[src/design/nert_pkg.sv]
package nert_pkg;

  // ==========================================================================
  // Reference tick and epoch timing
  // ==========================================================================
  localparam int unsigned CLK_HZ         = 50000000;
  localparam int unsigned TICK_HZ        = 1000;
  localparam int unsigned TICK_DIV       = CLK_HZ / TICK_HZ;
  localparam int unsigned EPOCH_NOM_TICK = 1000;
  localparam int unsigned ACQ_PERIOD_MS  = 500;
  localparam logic [13:0] HALF_SEC_MS    = 14'h01f4;
  localparam logic [13:0] SEC_MS         = 14'h03e8;
  localparam logic [3:0]  MAX_SEC_MULT   = 4'ha;
  localparam logic [31:0] WEEK_MS        = 32'h240c8400;

  // ==========================================================================
  // Default conversion offsets used when no parameters are known
  // ==========================================================================
  localparam logic [31:0] DFLT_GPS_OFS_MS = 32'h00000000;
  localparam logic [31:0] DFLT_UTC_OFS_MS = 32'h00004650;

  // ==========================================================================
  // Power save states
  // ==========================================================================
  typedef enum logic [2:0] {
    PS_CONT     = 3'b000,
    PS_ACQ      = 3'b001,
    PS_TRACK    = 3'b011,
    PS_POT      = 3'b010,
    PS_INACTIVE = 3'b110
  } nert_ps_t;

endpackage : nert_pkg

[src/design/nert_tick_div.sv]
`timescale 1ns/1ps
module nert_tick_div #(
  parameter int unsigned DIV = 50000
) (
  input  wire logic clk_sys_i,
  input  wire logic reset_n_i,
  output logic      tick_o
);
  localparam int W = $clog2(DIV);
  localparam logic [W-1:0] LAST = W'(DIV - 1);

  logic [W-1:0] cnt_q, cnt_d;
  logic         tick_q, tick_d;

  // ==========================================================================
  // Divide the oscillator down to a one-cycle 1 kHz tick.
  // ==========================================================================
  always_comb begin
    tick_d = (cnt_q == LAST);
    cnt_d  = tick_d ? '0 : cnt_q + W'(1);
  end

  always_ff @(posedge clk_sys_i or negedge reset_n_i) begin
    if (!reset_n_i) begin
      cnt_q  <= '0;
      tick_q <= 1'b0;
    end else begin
      cnt_q  <= cnt_d;
      tick_q <= tick_d;
    end
  end

  assign tick_o = tick_q;
endmodule : nert_tick_div

[src/design/nert_epoch_sched.sv]
`timescale 1ns/1ps
module nert_epoch_sched (
  input  wire logic        clk_sys_i,
  input  wire logic        reset_n_i,
  input  wire logic        tick_i,
  input  wire logic        run_i,
  input  wire logic [13:0] period_i,
  input  wire logic [1:0]  corr_i,
  output logic             epoch_o
);
  import nert_pkg::*;

  logic [13:0] left_q, left_d;
  logic        ep_q, ep_d;
  logic [13:0] reload;

  // ==========================================================================
  // Down-counter of ticks; the epoch lands on the tick where it expires.
  // corr_i: 01 adds one tick, 11 drops one tick, else nominal.
  // ==========================================================================
  always_comb begin
    reload = period_i;
    if (corr_i == 2'b01) reload = period_i + 14'h0001;
    if (corr_i == 2'b11) reload = period_i - 14'h0001;
    left_d = left_q;
    ep_d   = 1'b0;
    if (!run_i) begin
      left_d = period_i - 14'h0001;
    end else if (tick_i) begin
      if (left_q == 14'h0000) begin
        ep_d   = 1'b1;
        left_d = reload - 14'h0001;
      end else begin
        left_d = left_q - 14'h0001;
      end
    end
  end

  always_ff @(posedge clk_sys_i or negedge reset_n_i) begin
    if (!reset_n_i) begin
      left_q <= 14'h0000;
      ep_q   <= 1'b0;
    end else begin
      left_q <= left_d;
      ep_q   <= ep_d;
    end
  end

  assign epoch_o = ep_q;
endmodule : nert_epoch_sched

[src/design/nert_timing_core.sv]
`timescale 1ns/1ps
// How it works
// - Power save enable refused unless period is 500 ms or 1..10 whole seconds.
// - In power optimized tracking, epochs follow the configured measurement period.
// - In acquisition the epoch rate is fixed at 2 Hz.
// - Per-fix report strobes follow that same 2 Hz rate in acquisition.
// - Tracking and every other active state use the configured period again.
// - Cyclic may fall to on/off on lost fixes unless no-off-entry is set.
// - A 1 kHz tick is divided from the system clock.
// - Epochs and measurements are aligned to tick edges.
// - Before any time reference, local time counts milliseconds since start.
// - First credible time makes local time jump to the estimate.
// - Each solution starts on the tick nearest the desired time.
// - Epoch spacing is nominal, sometimes one tick more or less.
// - Every epoch gives both GPS time and UTC.
// - Missing conversion parameters use defaults and mark the times unverified.
// - Every report of an epoch carries that epoch's time-of-week stamp.
// - Hardware backup and software backup modes both exist.
// - After power-off, stay inactive for the duration or until a wake event.
module nert_timing_core #(
  parameter int unsigned CLK_DIV = nert_pkg::TICK_DIV
) (
  input  wire logic                clk_sys_i,
  input  wire logic                reset_n_i,
  input  wire logic [13:0]         measurement_period_setting_i,
  input  wire logic                power_save_req_i,
  input  wire logic                cyclic_mode_i,
  input  wire logic                no_off_entry_switch_i,
  input  wire logic                fix_ok_i,
  input  wire logic                fix_lost_i,
  input  wire logic                need_track_i,
  input  wire logic [1:0]          drift_corr_i,
  input  wire logic                time_load_i,
  input  wire logic [31:0]         time_load_ms_i,
  input  wire logic                gps_params_ok_i,
  input  wire logic                utc_params_ok_i,
  input  wire logic [31:0]         gps_ofs_ms_i,
  input  wire logic [31:0]         utc_ofs_ms_i,
  input  wire logic                power_off_request_command_i,
  input  wire logic [31:0]         off_duration_ms_i,
  input  wire logic                wake_event_i,
  input  wire logic                battery_present_i,
  output logic                     power_save_on_o,
  output logic                     cfg_refused_o,
  output nert_pkg::nert_ps_t       ps_state_o,
  output logic                     epoch_o,
  output logic [31:0]              local_time_ms_o,
  output logic                     time_known_o,
  output logic [31:0]              gps_tow_ms_o,
  output logic [31:0]              utc_tow_ms_o,
  output logic                     gps_valid_o,
  output logic                     utc_valid_o,
  output logic [31:0]              epoch_week_time_stamp_o,
  output logic                     position_velocity_time_report_o,
  output logic                     hw_backup_o,
  output logic                     sw_backup_o
);
  import nert_pkg::*;

  // ==========================================================================
  // Period check
  // ==========================================================================
  // Legal measurement period: 500 ms or a whole 1..10 s.
  // A short chain of compares is used instead of a divider, which would cost far more area.
  function automatic logic period_legal(input logic [13:0] p);
    logic ok;
    ok = (p == HALF_SEC_MS);
    for (int k = 1; k <= int'(MAX_SEC_MULT); k++) begin
      if (p == 14'(k) * SEC_MS) ok = 1'b1;
    end
    return ok;
  endfunction : period_legal

  logic        tick;
  logic        epoch;
  logic [13:0] sched_period;
  logic        sched_run;

  // ==========================================================================
  // Tick generation and epoch scheduling
  // ==========================================================================
  // The divider free-runs from reset, so the tick phase is set by reset alone.
  nert_tick_div #(
    .DIV       (CLK_DIV)
  ) u_tick (
    .clk_sys_i (clk_sys_i),
    .reset_n_i (reset_n_i),
    .tick_o    (tick)
  );

  // The scheduler takes the correction only at its reload tick, and the period there or on every cycle while stopped.
  nert_epoch_sched u_sched (
    .clk_sys_i (clk_sys_i),
    .reset_n_i (reset_n_i),
    .tick_i    (tick),
    .run_i     (sched_run),
    .period_i  (sched_period),
    .corr_i    (drift_corr_i),
    .epoch_o   (epoch)
  );

  // ==========================================================================
  // Power save state
  // ==========================================================================
  nert_ps_t    ps_q, ps_d;
  logic        pse_q, pse_d;
  logic        refused_q, refused_d;
  logic [31:0] off_left_q, off_left_d;
  logic        swb_q, swb_d;

  // Enable is latched only when the period is legal; off-request overrides all state transitions, not the enable.
  // The refusal pulse repeats every cycle the request stands, so the host cannot miss it.
  always_comb begin
    ps_d       = ps_q;
    pse_d      = pse_q;
    refused_d  = 1'b0;
    off_left_d = off_left_q;
    swb_d      = swb_q;
    if (!power_save_req_i) begin
      pse_d = 1'b0;
    end else if (!pse_q) begin
      if (period_legal(measurement_period_setting_i)) begin
        pse_d = 1'b1;
      end else begin
        refused_d = 1'b1;
      end
    end
    case (ps_q)
      // Continuous: go to cyclic tracking or to acquisition once power save is on.
      PS_CONT: begin
        if (pse_q) ps_d = cyclic_mode_i ? PS_POT : PS_ACQ;
      end
      // Acquisition: a good fix moves on to tracking.
      PS_ACQ: begin
        if (!pse_q) ps_d = PS_CONT;
        else if (fix_ok_i) ps_d = PS_TRACK;
      end
      // Tracking: in cyclic operation drop back once no extra tracking is needed.
      PS_TRACK: begin
        if (!pse_q) ps_d = PS_CONT;
        else if (!need_track_i && cyclic_mode_i) ps_d = PS_POT;
      end
      // Power optimized tracking: lost fixes fall to on/off unless the switch forbids it.
      PS_POT: begin
        if (!pse_q) ps_d = PS_CONT;
        else if (fix_lost_i && !no_off_entry_switch_i) ps_d = PS_ACQ;
        else if (need_track_i) ps_d = PS_TRACK;
      end
      PS_INACTIVE: begin
        // Wake on event or once the requested duration runs out.
        if (tick && off_left_q != 32'h00000000) off_left_d = off_left_q - 32'h00000001;
        if (wake_event_i || (off_left_q == 32'h00000000)) begin
          ps_d  = pse_q ? PS_ACQ : PS_CONT;
          swb_d = 1'b0;
        end
      end
      default: ps_d = PS_CONT;
    endcase
    if (power_off_request_command_i) begin
      ps_d       = PS_INACTIVE;
      off_left_d = off_duration_ms_i;
      swb_d      = 1'b1;
    end
  end

  // Power save registers; the core starts in continuous operation.
  always_ff @(posedge clk_sys_i or negedge reset_n_i) begin
    if (!reset_n_i) begin
      ps_q       <= PS_CONT;
      pse_q      <= 1'b0;
      refused_q  <= 1'b0;
      off_left_q <= 32'h00000000;
      swb_q      <= 1'b0;
    end else begin
      ps_q       <= ps_d;
      pse_q      <= pse_d;
      refused_q  <= refused_d;
      off_left_q <= off_left_d;
      swb_q      <= swb_d;
    end
  end

  // ==========================================================================
  // Epoch period selection
  // ==========================================================================
  // Acquisition forces 2 Hz; every other active state uses the setting.
  // A new period only takes effect at the next reload, so a change between active states
  // never cuts a running interval short; entering inactive stops the count.
  always_comb begin
    sched_run    = (ps_q != PS_INACTIVE);
    sched_period = measurement_period_setting_i;
    if (ps_q == PS_ACQ) sched_period = 14'(ACQ_PERIOD_MS);
  end

  // ==========================================================================
  // Local time and epoch products
  // ==========================================================================
  logic [31:0] lt_q, lt_d;
  logic        known_q, known_d;
  logic [31:0] gps_q, gps_d;
  logic [31:0] utc_q, utc_d;
  logic        gv_q, gv_d;
  logic        uv_q, uv_d;
  logic [31:0] stamp_q, stamp_d;
  logic        rep_q, rep_d;
  logic        ep_q, ep_d;
  logic [31:0] gofs;
  logic [31:0] uofs;

  // A wrap of the week is ignored here; the offsets are small against a week.
  // Validity flags tell whether the offsets behind a time were known, not only
  // whether local time itself has been set from outside.
  // Products are captured one cycle after the epoch tick and hold until the next.
  always_comb begin
    gofs    = gps_params_ok_i ? gps_ofs_ms_i : DFLT_GPS_OFS_MS;
    uofs    = utc_params_ok_i ? utc_ofs_ms_i : DFLT_UTC_OFS_MS;
    lt_d    = lt_q;
    known_d = known_q;
    if (time_load_i) begin
      lt_d    = time_load_ms_i;
      known_d = 1'b1;
    end else if (tick) begin
      lt_d = (known_q && lt_q == WEEK_MS - 32'h00000001) ? 32'h00000000
                                                         : lt_q + 32'h00000001;
    end
    gps_d   = gps_q;
    utc_d   = utc_q;
    gv_d    = gv_q;
    uv_d    = uv_q;
    stamp_d = stamp_q;
    ep_d    = epoch;
    rep_d   = epoch;
    if (epoch) begin
      gps_d   = lt_q + gofs;
      utc_d   = lt_q + gofs - uofs;
      gv_d    = known_q && gps_params_ok_i;
      uv_d    = known_q && utc_params_ok_i;
      stamp_d = lt_q + gofs;
    end
  end

  // Time registers; local time restarts from zero on every reset.
  always_ff @(posedge clk_sys_i or negedge reset_n_i) begin
    if (!reset_n_i) begin
      lt_q    <= 32'h00000000;
      known_q <= 1'b0;
      gps_q   <= 32'h00000000;
      utc_q   <= 32'h00000000;
      gv_q    <= 1'b0;
      uv_q    <= 1'b0;
      stamp_q <= 32'h00000000;
      rep_q   <= 1'b0;
      ep_q    <= 1'b0;
    end else begin
      lt_q    <= lt_d;
      known_q <= known_d;
      gps_q   <= gps_d;
      utc_q   <= utc_d;
      gv_q    <= gv_d;
      uv_q    <= uv_d;
      stamp_q <= stamp_d;
      rep_q   <= rep_d;
      ep_q    <= ep_d;
    end
  end

  // ==========================================================================
  // Backup indication
  // ==========================================================================
  // Hardware backup is only offered while the battery keeps its supply.
  logic hwb_q, hwb_d;
  always_comb begin
    hwb_d = battery_present_i && (ps_q == PS_INACTIVE);
  end

  // Registered so the indication never glitches with the state decode.
  always_ff @(posedge clk_sys_i or negedge reset_n_i) begin
    if (!reset_n_i) begin
      hwb_q <= 1'b0;
    end else begin
      hwb_q <= hwb_d;
    end
  end

  // ==========================================================================
  // Outputs
  // ==========================================================================
  // Every output is a plain copy of a register, with no logic after the flop.
  assign power_save_on_o                 = pse_q;
  assign cfg_refused_o                   = refused_q;
  assign ps_state_o                      = ps_q;
  assign epoch_o                         = ep_q;
  assign local_time_ms_o                 = lt_q;
  assign time_known_o                    = known_q;
  assign gps_tow_ms_o                    = gps_q;
  assign utc_tow_ms_o                    = utc_q;
  assign gps_valid_o                     = gv_q;
  assign utc_valid_o                     = uv_q;
  assign epoch_week_time_stamp_o         = stamp_q;
  assign position_velocity_time_report_o = rep_q;
  assign hw_backup_o                     = hwb_q;
  assign sw_backup_o                     = swb_q;
endmodule : nert_timing_core

[config.mk]
export PLATFORM = sky130hd
export DESIGN_NAME = nert_timing_core
export DESIGN_NICKNAME = d
export VERILOG_FILES = /design/src/design/nert_pkg.sv /design/src/design/nert_tick_div.sv /design/src/design/nert_epoch_sched.sv /design/src/design/nert_timing_core.sv
export SDC_FILE = /design/constraint.sdc
export NUM_CORES = 1
export LEC_CHECK = 0
export BUFFER_PORTS_ARGS = -buffer_cell sky130_fd_sc_hd__clkbuf_2
export CELL_PAD_IN_SITES_DETAIL_PLACEMENT = 0
export CELL_PAD_IN_SITES_GLOBAL_PLACEMENT = 1
export CORE_MARGIN = 3
export CORE_UTILIZATION = 40
export DETAILED_ROUTE_END_ITERATION = 7
export PLACE_DENSITY = 0.78
export SLEW_MARGIN = 20
export SYNTH_ARGS = -nofsm -noshare
export SYNTH_HDL_FRONTEND = slang
export SYNTH_SLANG_ARGS = --single-unit
[constraint.sdc]
create_clock -name clk_sys_i -period 8.6 [get_ports clk_sys_i]
set_input_delay 0.43 -clock clk_sys_i [delete_from_list [all_inputs] [get_ports clk_sys_i]]
set_output_delay 0.43 -clock clk_sys_i [all_outputs]
set_load 0.03 [all_outputs]
# ---- Yosys cells after proc, flatten, opt, wreduce, memory -nomap -nowiden
# Cells that the tools add are included.
dict set report totals {
  reg_bits 171
  latchBits 0
  mem_bits_rw 0
  rom_bits 0
  memories 0
}
dict set report classes {
  addsub 9
  multipliers 0
  n_div 0
  magnitude_cmp 0
  n_eq_ne 26
  n_shift 0
  n_mux 52
  n_bitwise 0
  n_reduce_logical 21
}
# cell count
set op_table {}
lappend op_table {{$mux 32} 8}
lappend op_table {{$mux 14} 6}
lappend op_table {{$eq 14x13->1 const B} 4}
lappend op_table {{$sub 14x1->14 const B} 3}
lappend op_table {{$add 32x1->32 const B} 1}
lappend op_table {{$add 32x32->32} 1}
lappend op_table {{$eq 32x30->1 const B} 1}
lappend op_table {{$logic_not 32->1} 1}
lappend op_table {{$reduce_bool 32->1} 1}
lappend op_table {{$sub 32x1->32 const B} 1}
lappend op_table {{$sub 32x32->32} 1}
lappend op_table {{$mux 3} 10}
lappend op_table {{$eq 14x12->1 const B} 2}
lappend op_table {{$eq 14x14->1 const B} 2}
lappend op_table {{$mux 1} 25}
lappend op_table {{$add 16x1->16 const B} 1}
lappend op_table {{$eq 16x16->1 const B} 1}
lappend op_table {{$mux 16} 1}
lappend op_table {{$pmux 3 s5} 1}
lappend op_table {{$add 14x1->14 const B} 1}
lappend op_table {{$eq 14x10->1 const B} 1}
lappend op_table {{$eq 14x11->1 const B} 1}
lappend op_table {{$eq 14x9->1 const B} 1}
lappend op_table {{$logic_not 14->1} 1}
lappend op_table {{17 further kinds} 32}

# ---- Longest topological paths before layout
# Gate-level depths: netlist of the first run.
dict set report logic_depth {
  ltp_word 16
  depth_mapped 25
  depth_no_buf 24
}

# ---- By module
# Synthesis of the first run repeated with hierarchy kept, for this count alone.
dict set report hier_totals {
  cells_unflattened 1618
  hier_area_um2 13780.7
}
# module n_inst cells_per_inst area_each_um2
set by_module_without_submodules {}
lappend by_module_without_submodules {nert_timing_core 1 1280 11006.8}
lappend by_module_without_submodules {nert_epoch_sched 1 270 1986.9}
lappend by_module_without_submodules {nert_tick_div 1 68 787.0}

# ---- Worst setup path before layout of the first run
# Ideal clock, no wire load.
dict set report synth_timing {
  kind {input port to flip-flop}
  from {input gps_params_ok_i}
  to {register utc_q[28], in the netlist utc_tow_ms_o[28]}
  arrival_time_ns 4.952
  required_ns 8.460
  setup_slack_ns 3.508
  cell_stages 24
  n_path_buf 1
  cell_sequence {clkbuf_1 and2_1 ha_1 a21o_1 a31o_2 o211ai_1 nand2_1 nand2_1 a21boi_0 o21ai_0 nand2b_1 xor2_1 ha_1 a21oi_1 o21ai_0 or3_1 a31o_2 maj3_1 a41oi_1 nor2_1 o2111a_1 nor3_1 o21a_1 o211ai_1}
}
dict set report synth_between {
  elab_chain_cells 3
}
# element line_no
set synth_rtl {}
lappend synth_rtl {{start: declaration} nert_timing_core.sv:35} ;# input wire logic gps_params_ok_i,
lappend synth_rtl {{$mux 32} nert_timing_core.sv:215} ;# gofs = gps_params_ok_i ? gps_ofs_ms_i : DFLT_GPS_OFS_MS;
lappend synth_rtl {{$add 32x32->32} nert_timing_core.sv:235} ;# utc_d = lt_q + gofs - uofs;
lappend synth_rtl {{$sub 32x32->32} nert_timing_core.sv:235}
lappend synth_rtl {{end signal: assignment} nert_timing_core.sv:258} ;# utc_q <= utc_d;
lappend synth_rtl {{end: declaration} nert_timing_core.sv:201} ;# logic [31:0] utc_q, utc_d;
# No other way between the ends.
# A chain may end at the register's enable or synchronous reset.

# ---- Worst setup path after layout of the first run
dict set report layout_timing {
  from {input gps_params_ok_i}
  to {register utc_q[30], in the netlist utc_tow_ms_o[30]}
}
# Same word-level chain as after synthesis.

==> results of run 1 <==
-- power by group --
part	switching [W]	internal, W	leakage [nW]
logic	0.000524	0.000365	4.56
clock network	0.000375	0.000383	0.270
registers	0.0000727	0.000854	2.10
-- cell type report --
type                            instances  area (um^2)  share of cell area, %
Sequential cell                       171         4280                   28.2
Multi-Input combinational cell       1220         8100                   53.4
Tap cell                              435          544                   3.58
Clock inverter                         14          131                  0.865
Clock buffer                           18          429                   2.83
Inverter                               35          131                  0.865
Timing Repair Buffer                  306         1560                   10.3
-- through the flow --
step                      utilization, %  instance area (um^2)
after floorplan                        -                 13100
after global placement              45.7                 14600
after detailed placement            45.7                 14600
after CTS                           47.5                 15200
after global routing                47.5                 15200
final                               47.5                 15200
-- flip-flops by register name, summed over array words and instances (netlist names) --
name                     cells
epoch_o                      1
off_left_q                  32
utc_valid_o                  1
epoch_week_time_stamp_o     32
u_tick.cnt_q                16
local_time_ms_o             32
cfg_refused_o                1
u_sched.epoch_o              1
u_tick.tick_o                1
utc_tow_ms_o                32
ps_state_o                   3
gps_valid_o                  1
power_save_on_o              1
u_sched.left_q              14
hw_backup_o                  1
sw_backup_o                  1
time_known_o                 1
-- cell families (layout without fill, tap and decap cells) --
group / count (synthesis) / count (layout)
simple gates: 591 / 591
compound gates: 380 / 380
flops: 171 / 171
buf+inv: 140 / 373
xor+xnor: 121 / 121
fa+ha+maj: 70 / 70
mux: 58 / 58
-- routing by layer --
layer  vias up  track usage [%]  part of all wire, %
met3        53             4.46                  6.1
met2       402             35.1                   46
met4         8             5.84                  2.3
met1      5701             29.5                   45
met5         -                0                 0.14
li1       5913                -                    -
-- worst max-delay path, delay by kind of cell --
kind | cells | cell delay [ps]
AO/OA/AOI/OAI | 12 | 2210
AND/OR/NAND/NOR | 7 | 1620
adder cells (fa/ha/maj) | 3 | 1090
buffers and inverters | 1 | 310
XOR/XNOR | 1 | 160
-- path summary, 6_finish.rpt --
path / slack (ps) / end / depth (start not counted)
max in group asynchronous: 6090 / u_sched.epoch_o$_DFF_PN0_ / 4
max reg2reg: 3100 / utc_tow_ms_o[30]$_DFFE_PN0P_ / 22
min: 210 / off_left_q[11]$_DFFE_PN0P_ / 3
min in group asynchronous: 520 / utc_tow_ms_o[29]$_DFFE_PN0P_ / 2
max: 3060 / utc_tow_ms_o[30]$_DFFE_PN0P_ / 24
min reg2reg: 490 / u_tick.cnt_q[0]$_DFF_PN0_ / 1
-- Yosys cell counts (6+ instances only) --
cell type    n  area, um^2
nand2_1    197         739
dfrtp_1    171        4280
nor2_1     109         409
o21ai_0    105         526
a21oi_1     98         490
xnor2_1     72         631
ha_1        64         801
clkbuf_1    56         210
mux2_2      49         552
xor2_1      48         420
nand3_1     42         210
and2_1      41         257
inv_1       35         131
nor3_1      35         175
buf_4       34         255
a21o_1      27         203
nand4_1     23         144
nor2b_1     20         125
nor4_1      19         119
and3_1      16         100
a31oi_1     15        93.8
nor3b_1     13        97.6
o21a_1      13        97.6
or3_1       13        81.3
nand2b_1    11        68.8
o311ai_0    10        87.6
mux2i_1      9        90.1
o211ai_1     9        67.6
a211oi_1     7        52.6
and4_1       7        61.3
o211a_1      7        70.1
buf_6        6        67.6
nand3b_1     6        45.0
nor4b_1      6        52.6
o21bai_1     6        45.0
o31ai_1      6        45.0
==> flow_summary.ini, run 1 <==
[synth]
synthCells = 1531
synth_fa_ha_area_share_pct = 6.71
synth_warnings = 0
synthFlopType = dfrtp_1
ys_types = 100
synth-simple-area-share_pct = 22.6
synth_compound_area_share_pct = 19.4
ys_seq_area_share_pct = 32.6
syn_nets = 1755
synth_top_family_by_area = simple AND/OR/NAND/NOR gates
synth_mux_area_share_pct = 4.89
synthArstFlopShare_pct = 100
synth-xor-area-share_pct = 8.19
synth.avg_cell_area_um2 = 8.57
synth_seq_cells = 171
synth_area_um2 = 13100
synth-edff-count = 0

[worst_setup_path]
startpoint = gps_params_ok_i
crit_required_ps = 8910
critPathArrivalTime_ps = 5850
slowest_stage = or3_1
crit_path_start_kind = input port
crit_path_end_kind = flop
crit_type = input port to flop
path_cells = clkbuf_2 > and2_1 > ha_1 > a21o_1 > a31o_2 > o211ai_1 > nand2_1 > nand2_1 > a21boi_0 > o21ai_0 > nand2b_1 > xor2_1 > ha_1 > a21oi_1 > o21ai_0 > or3_1 > a31o_2 > maj3_1 > a41oi_1 > nor2_1 > o2111a_1 > nor3_1 > o21a_1 > o211ai_1
r2r-start = local_time_ms_o[4]$_DFFE_PN0P_
max_stage_delay_ps = 430
worst-path-max-fanout = 33

[timing]
report.final.hold_viol_count = 0
whs_ps = 206
fin_skew_ps = 18.4
min_period_over_period_pct = 64.5
clock.fmax_mhz = 180
worst_pin_slew_ps = 980
slew_violations = 0
slew_headroom_pct = 34.4
fin_crit_ps = 5540
finalSetupTns_ps = 0
rsz0062_at_grt = false
setup_violations = 0
worst_slack_ps = 3060

[placed_design]
post-place-cells = 2166
hpwl_mm = 29.9
place_congestion = 0.861
io_buffer_count = 297
place_ws_ps = 2650

[status]
run_status = complete, no violations

[global_route]
grt_max_degree = 75
gr-total-overflow = 0
grt_pass1_wl_mm = 62.5
grt_use_total_pct = 21.7
antenna_found_initial = 4
grt_pass1_vias = 11792

[clocking]
cts_resized = 0
cts.path.max_buffers = 2
htreeDepth = 4
cts_hold_buf = 1
clock-sinks = 171
path_clk_slew_ps = 80
post_cts_buffers = 0
cts_root_buf = clkbuf_16
clk_latency_ps = 430
cts_tree = yes
cts_inserted_buffers = 17

[layout]
syn_to_final_growth_pct = 15.7
final_common_cell = clkbuf_2
fillCellCount = 3155
final_cell_count_no_fill = 2199
drive_above_1_share_pct = 24.1
nets = 1975
layout_common_cells = 296 x clkbuf_2, 197 x nand2_1, 170 x dfrtp_1
diodes = 0

[floorplan]
start_util_pct = 41.1
dieArea_um2 = 35000
core_area_um2 = 32000
rows = 65
fp.dieH_um = 187
ioPinCount = 298
chipWidth_um = 187

[routing]
firstDrtPassIters = 7
routed_via_density = 5.49
routed_wl_mm = 38.7
drtIter0Drc = 726
via_count = 12077
detail-route-antenna-nets = 0
drc = 0
wire_per_inst_um = 17.6

[pwr]
leakage_nw = 6.93
total_power_w = 0.00258
powerDensity_nw_per_um2 = 170
ir_worst_vdd_mv = 0.136

[hold_path]
holdCritStartpoint = off_duration_ms_i[11]
min_path_type = input port to flop

[job]
maxCapViolCount = 0
Note: power is estimated with default switching activity, not from simulation.
==> run 2, diff against run 1 <==
CORE_UTILIZATION = 37   (was 40)
PLACE_DENSITY = 0.76   (was 0.78)
clock period = 4.6 ns   (was 8.6 ns; I/O delays follow)
==> run 2 against run 1 <==
Compared with the run above: cell count rose by 8.5%; worst setup slack got worse by 3000 ps; die area increased by 7.8%; sequential share of layout area shrank 3.0 points; global-route usage is 0.37 points lower; critical path type is now flop to flop; hold slack got worse by 190 ps; critical endpoint is now utc_tow_ms_o[29]$_DFFE_PN0P_; core utilization increased by 1.6 points; first-iteration DRC count increased by 7.0%; power is 110% higher; non-clock buffer count grew 164.
==> flow_summary.ini, run 2 (synthesized netlist as in run 1, its figures left out) <==
[status]
run_status = complete, no violations

[clocking]
cts_inserted_buffers = 17
htreeDepth = 4
clock-sinks = 171
clk_latency_ps = 450
path_clk_slew_ps = 70
cts.path.max_buffers = 2
cts_root_buf = clkbuf_16
cts_tree = yes

[placed_design]
place_congestion = 0.902
io_buffer_count = 297
hpwl_mm = 31.4
place_area_um2 = 15600

[global_route]
antenna_found_initial = 8
gr-total-overflow = 0
grt_max_degree = 91
grt_use_total_pct = 21.3
grt_pass1_vias = 12479
grt_pass1_wl_mm = 65.9

[worst_setup_path]
r2r-start = local_time_ms_o[0]$_DFFE_PN0P_
worst-path-max-fanout = 5
reg2reg_depth = 22
reg2reg_slack_ps = 20
slowest_stage = dfrtp_2
startpoint = local_time_ms_o[0]$_DFFE_PN0P_
cp_top_family = compound AO/OA/AOI/OAI gates
cp-endpoint = utc_tow_ms_o[29]$_DFFE_PN0P_
cp.depth = 22
path_cells = ha_4 > inv_1 > fa_2 > and2b_1 > o2111ai_2 > buf_4 > nand2_4 > a21o_1 > a21oi_2 > buf_4 > xnor2_1 > ha_1 > buf_6 > and3_4 > a31oi_2 > o31a_2 > o21a_1 > a31oi_2 > o2111a_2 > o211ai_4 > a2111o_1 > o221ai_1
crit_path_start_kind = flop
crit_type = flop to flop
reg2reg_to = utc_tow_ms_o[29]$_DFFE_PN0P_
critPathArrivalTime_ps = 4940
crit_required_ps = 4960
critPathBufInv = 4
max_stage_delay_ps = 420
crit_path_end_kind = flop

[floorplan]
core_area_um2 = 34700
ioPinCount = 298
fp.dieH_um = 194
chipWidth_um = 194
rows = 68
dieArea_um2 = 37800
start_util_pct = 37.8

[timing]
min_period_over_period_pct = 99.6
whs_ps = 15.6
fin_crit_ps = 4580
slew_violations = 0
worst_pin_slew_ps = 1080
fin_skew_ps = 12.8
slew_headroom_pct = 27.7
rsz0062_at_grt = true
report.final.hold_viol_count = 0
setup_violations = 0
clock.fmax_mhz = 218

[pwr]
ir_worst_vdd_mv = 0.288
total_power_w = 0.00544
powerDensity_nw_per_um2 = 320
leakage_nw = 7.79

[layout]
nets = 2139
syn_to_final_growth_pct = 29.8
final_cell_area_um2 = 17000
final_common_cell = clkbuf_2
utilization_pct = 49.1
drive_above_1_share_pct = 31.9
layout_common_cells = 295 x clkbuf_2, 195 x nand2_1, 162 x dfrtp_1

[routing]
firstDrtPassIters = 5
detail-route-antenna-nets = 0
drc = 0
routed_wl_mm = 40.8
routed_via_density = 5.28
wire_per_inst_um = 17.1
drtIter0Drc = 777
via_count = 12583

[job]
maxCapViolCount = 0

[hold_path]
min_path_type = input port to flop
## run 2: power breakdown
group	switching [W]	total, W	internal (W)
logic	0.00115	0.00216	0.00101
clock network	0.000643	0.00157	0.000923
registers	0.000116	0.00172	0.00160
## run 2: layout make-up
cell class / count / area, um^2
fillers: 3359 / 17700
multi-input cells: 1220 / 8490
flip-flops and latches: 171 / 4290
repair buffers: 470 / 2930
well taps: 455 / 569
clock buffers: 21 / 450
clock inverters: 11 / 170
inverters: 35 / 131
diodes: 2 / 5.00
## run 2: tightest hold or removal path, delay by kind of cell
| family | cells | cell delay (ps) |
|---|---|---|
| simple gates | 1 | 60 |
| compound gates | 1 | 70 |
| buf+inv | 1 | 80 |
## run 2: worst min-delay path by stage
| stage | startpoint | to | cells past startpoint |
|---|---|---|---|
| 2_1_floorplan | reset_n_i | cfg_refused_o$_DFF_PN0_ | 0 |
| 3_3_place_gp | reset_n_i | epoch_week_time_stamp_o[27]$_DFFE_PN0P_ | 1 |
| 3_5_place_dp | reset_n_i | epoch_week_time_stamp_o[27]$_DFFE_PN0P_ | 1 |
| 4_1_cts | off_duration_ms_i[1] | off_left_q[1]$_DFFE_PN0P_ | 3 |
| 5_1_grt | time_load_ms_i[16] | local_time_ms_o[16]$_DFFE_PN0P_ | 3 |
| 6_report | off_duration_ms_i[20] | off_left_q[20]$_DFFE_PN0P_ | 3 |
## run 2: routing by layer
| metal | global-route usage, % | vias up | share of wire, % |
|---|---|---|---|
| met2 | 35.9 | 298 | 48 |
| met1 | 27.8 | 5971 | 45 |
| li1 | - | 6250 | - |
| met4 | 5.21 | 12 | 1.8 |
| met5 | 0 | - | 0.17 |
| met3 | 4.92 | 52 | 5.0 |
## run 2: through the flow
step	setup WS (ps)	instances	TNS, ps
6_report	18.6	2385	0
5_1_grt	-217	2384	-1380
4_1_cts	-76.3	2375	-147
3_5_place_dp	-465	2295	-3040
3_3_place_gp	-306	2295	-1750
2_1_floorplan	6.94	1531	0
## run 2: repair_timing
action | in CTS | in global routing
pin swaps | 23 | 41
setup buffers | 7 | 10
setup endpoints to repair | 9 | 11
hold endpoints to repair | 130 | 0
hold buffers | 41 | 0
gates resized for setup | 14 | 57
==> run 3, diff against run 2 <==
CORE_UTILIZATION = 40   (was 37)
PLACE_DENSITY = 0.78   (was 0.76)
clock period = 5.3 ns   (was 4.6 ns; I/O delays follow)
==> run 3 against run 2 <==
Compared with the run above: register-to-register slack improved by 270 ps; sequential cell count stayed put; hold slack improved by 7.2 ps; non-clock buffer count shrank 144; worst setup slack better by 270 ps; sequential share of layout area increased by 2.7 points; design area fell by 9.9%; critical endpoint is now utc_tow_ms_o[26]$_DFFE_PN0P_; highest routed layer unchanged.
==> flow_summary.ini, run 3 (synthesized netlist as in run 1, its figures left out) <==
[worst_setup_path]
reg2reg_slack_ps = 280
crit_required_ps = 5580
crit_type = flop to flop
slowest_stage = dfrtp_1
crit_path_start_kind = flop
worst-path-max-fanout = 6
max_stage_delay_ps = 390
crit_path_end_kind = flop
critPathArrivalTime_ps = 5290
reg2reg_depth = 22
path_cells = ha_1 > inv_1 > fa_1 > and2b_1 > o2111ai_1 > nand2_2 > a21o_1 > a21oi_1 > o21ai_0 > xor2_1 > ha_1 > nor4_1 > o21ai_0 > or3_1 > a31o_2 > maj3_1 > a41oi_1 > nor2_1 > o2111a_1 > o31ai_2 > a211o_1 > o221ai_1

[global_route]
gr-total-overflow = 0
grt_use_total_pct = 21.7
grt_pass1_vias = 11672
grt_pass1_wl_mm = 62.1
grt_max_degree = 75
antenna_found_initial = 3

[layout]
syn_to_final_growth_pct = 16.9
nets = 1995
layout_common_cells = 296 x clkbuf_2, 196 x nand2_1, 169 x dfrtp_1
drive_above_1_share_pct = 25.3
diodes = 0
final_cell_count_no_fill = 2219
final_common_cell = clkbuf_2
final_cell_area_um2 = 15300

[hold_path]
holdPathStages = 3
min_path_type = input port to flop

[clocking]
cts_root_buf = clkbuf_16
clk_latency_ps = 450
cts_tree = yes
path_clk_slew_ps = 80
clock-sinks = 171
htreeDepth = 4
cts.path.max_buffers = 2
post_cts_buffers = 0
cts_inserted_buffers = 17

[routing]
drtIter0Drc = 801
detail-route-antenna-nets = 0
wire_per_inst_um = 17.5
drc = 0
via_count = 12031
routed_via_density = 5.42
firstDrtPassIters = 4
routed_wl_mm = 38.8

[timing]
slew_violations = 0
slew_headroom_pct = 34.5
rsz0062_at_grt = false
worst_pin_slew_ps = 979
report.final.hold_viol_count = 0
setup_violations = 0
fin_skew_ps = 15.6
min_period_over_period_pct = 94.6
clock.fmax_mhz = 199
fin_crit_ps = 5020
worst_slack_ps = 285

[status]
run_status = complete, no violations

[placed_design]
place_area_um2 = 14800
hpwl_mm = 30.2
place_ws_ps = -46.8
post-place-cells = 2186
place_congestion = 0.868
io_buffer_count = 297

[floorplan]
ioPinCount = 298
rows = 65
core_area_um2 = 32000
dieArea_um2 = 35000
start_util_pct = 41.1
fp.dieH_um = 187
chipWidth_um = 187

[pwr]
leakage_nw = 7.03
powerDensity_nw_per_um2 = 274
ir_worst_vdd_mv = 0.214

[job]
maxCapViolCount = 0
[run 3: changes by cell type in the layout (fill, tap and decap cells not counted), sizes merged]
cell / previous run / this run
buf: 134 / 29
dlygate4sd3: 41 / 1
inv: 35 / 44
bufinv: 4 / 0
clkbuf: 316 / 313
diode: 2 / 0
clkinvlp: 3 / 2
[run 3: path summary, 6_finish.rpt]
path,startpoint,end
setup / recovery,local_time_ms_o[0]$_DFFE_PN0P_,utc_tow_ms_o[26]$_DFFE_PN0P_
hold / removal,off_duration_ms_i[4],off_left_q[4]$_DFFE_PN0P_
setup reg to reg,local_time_ms_o[0]$_DFFE_PN0P_,utc_tow_ms_o[26]$_DFFE_PN0P_
min in group asynchronous,reset_n_i,utc_tow_ms_o[29]$_DFFE_PN0P_
max in group asynchronous,reset_n_i,local_time_ms_o[1]$_DFFE_PN0P_
hold reg to reg,sw_backup_o$_DFFE_PN0P_,sw_backup_o$_DFFE_PN0P_
[run 3: per-layer routing]
layer  track usage, %  part of all wire [%]
met1             29.2                    45
met2             35.7                    47
met5                0                  0.13
met3             3.97                   5.5
met4             6.37                   2.3
[run 3: timing repair]
action,in CTS,in global routing
resized for setup,0,7
endpoints found under the setup margin,0,4
endpoints found under the hold margin,60,0
hold buffers,1,0
[run 3: power by group]
group / leakage (nW) / switching [W] / internal, W
Clock: 0.270 / 0.000605 / 0.000617
Sequential: 2.10 / 0.000110 / 0.00139
Combinational: 4.66 / 0.000870 / 0.000623
Total: 7.03 / 0.00159 / 0.00263
[run 3: metrics by stage]
| stage | util [%] | TNS, ps | power (W) | hold WS [ps] |
|---|---|---|---|---|
| after floorplan | - | 0 | 0.00257 | -30.6 |
| after global placement | 46.2 | 0 | 0.00297 | 307 |
| after detailed placement | 46.2 | -83.5 | 0.00299 | 313 |
| after CTS | 47.9 | 0 | 0.00423 | 12.1 |
| after global routing | 48.0 | 0 | 0.00448 | 17.6 |
| final | 48.0 | 0 | 0.00421 | 22.8 |
[run 3: area by class of cell]
type,count,area (um^2)
well taps,435,544
clock buffers,17,425
repair buffers,326,1710
clock inverters,15,126
multi-input cells,1220,8130
inverters,35,131
fillers,3176,16600
flip-flops and latches,171,4280
[run 3: critical path, delay by kind of cell (launching register included)]
kind	cells	cell delay, ps
AND/OR/NAND/NOR	5	1020
XOR/XNOR	1	180
AO/OA/AOI/OAI	11	2120
buffers and inverters	1	70
flip-flops	1	390
adder cells (fa/ha/maj)	4	1060
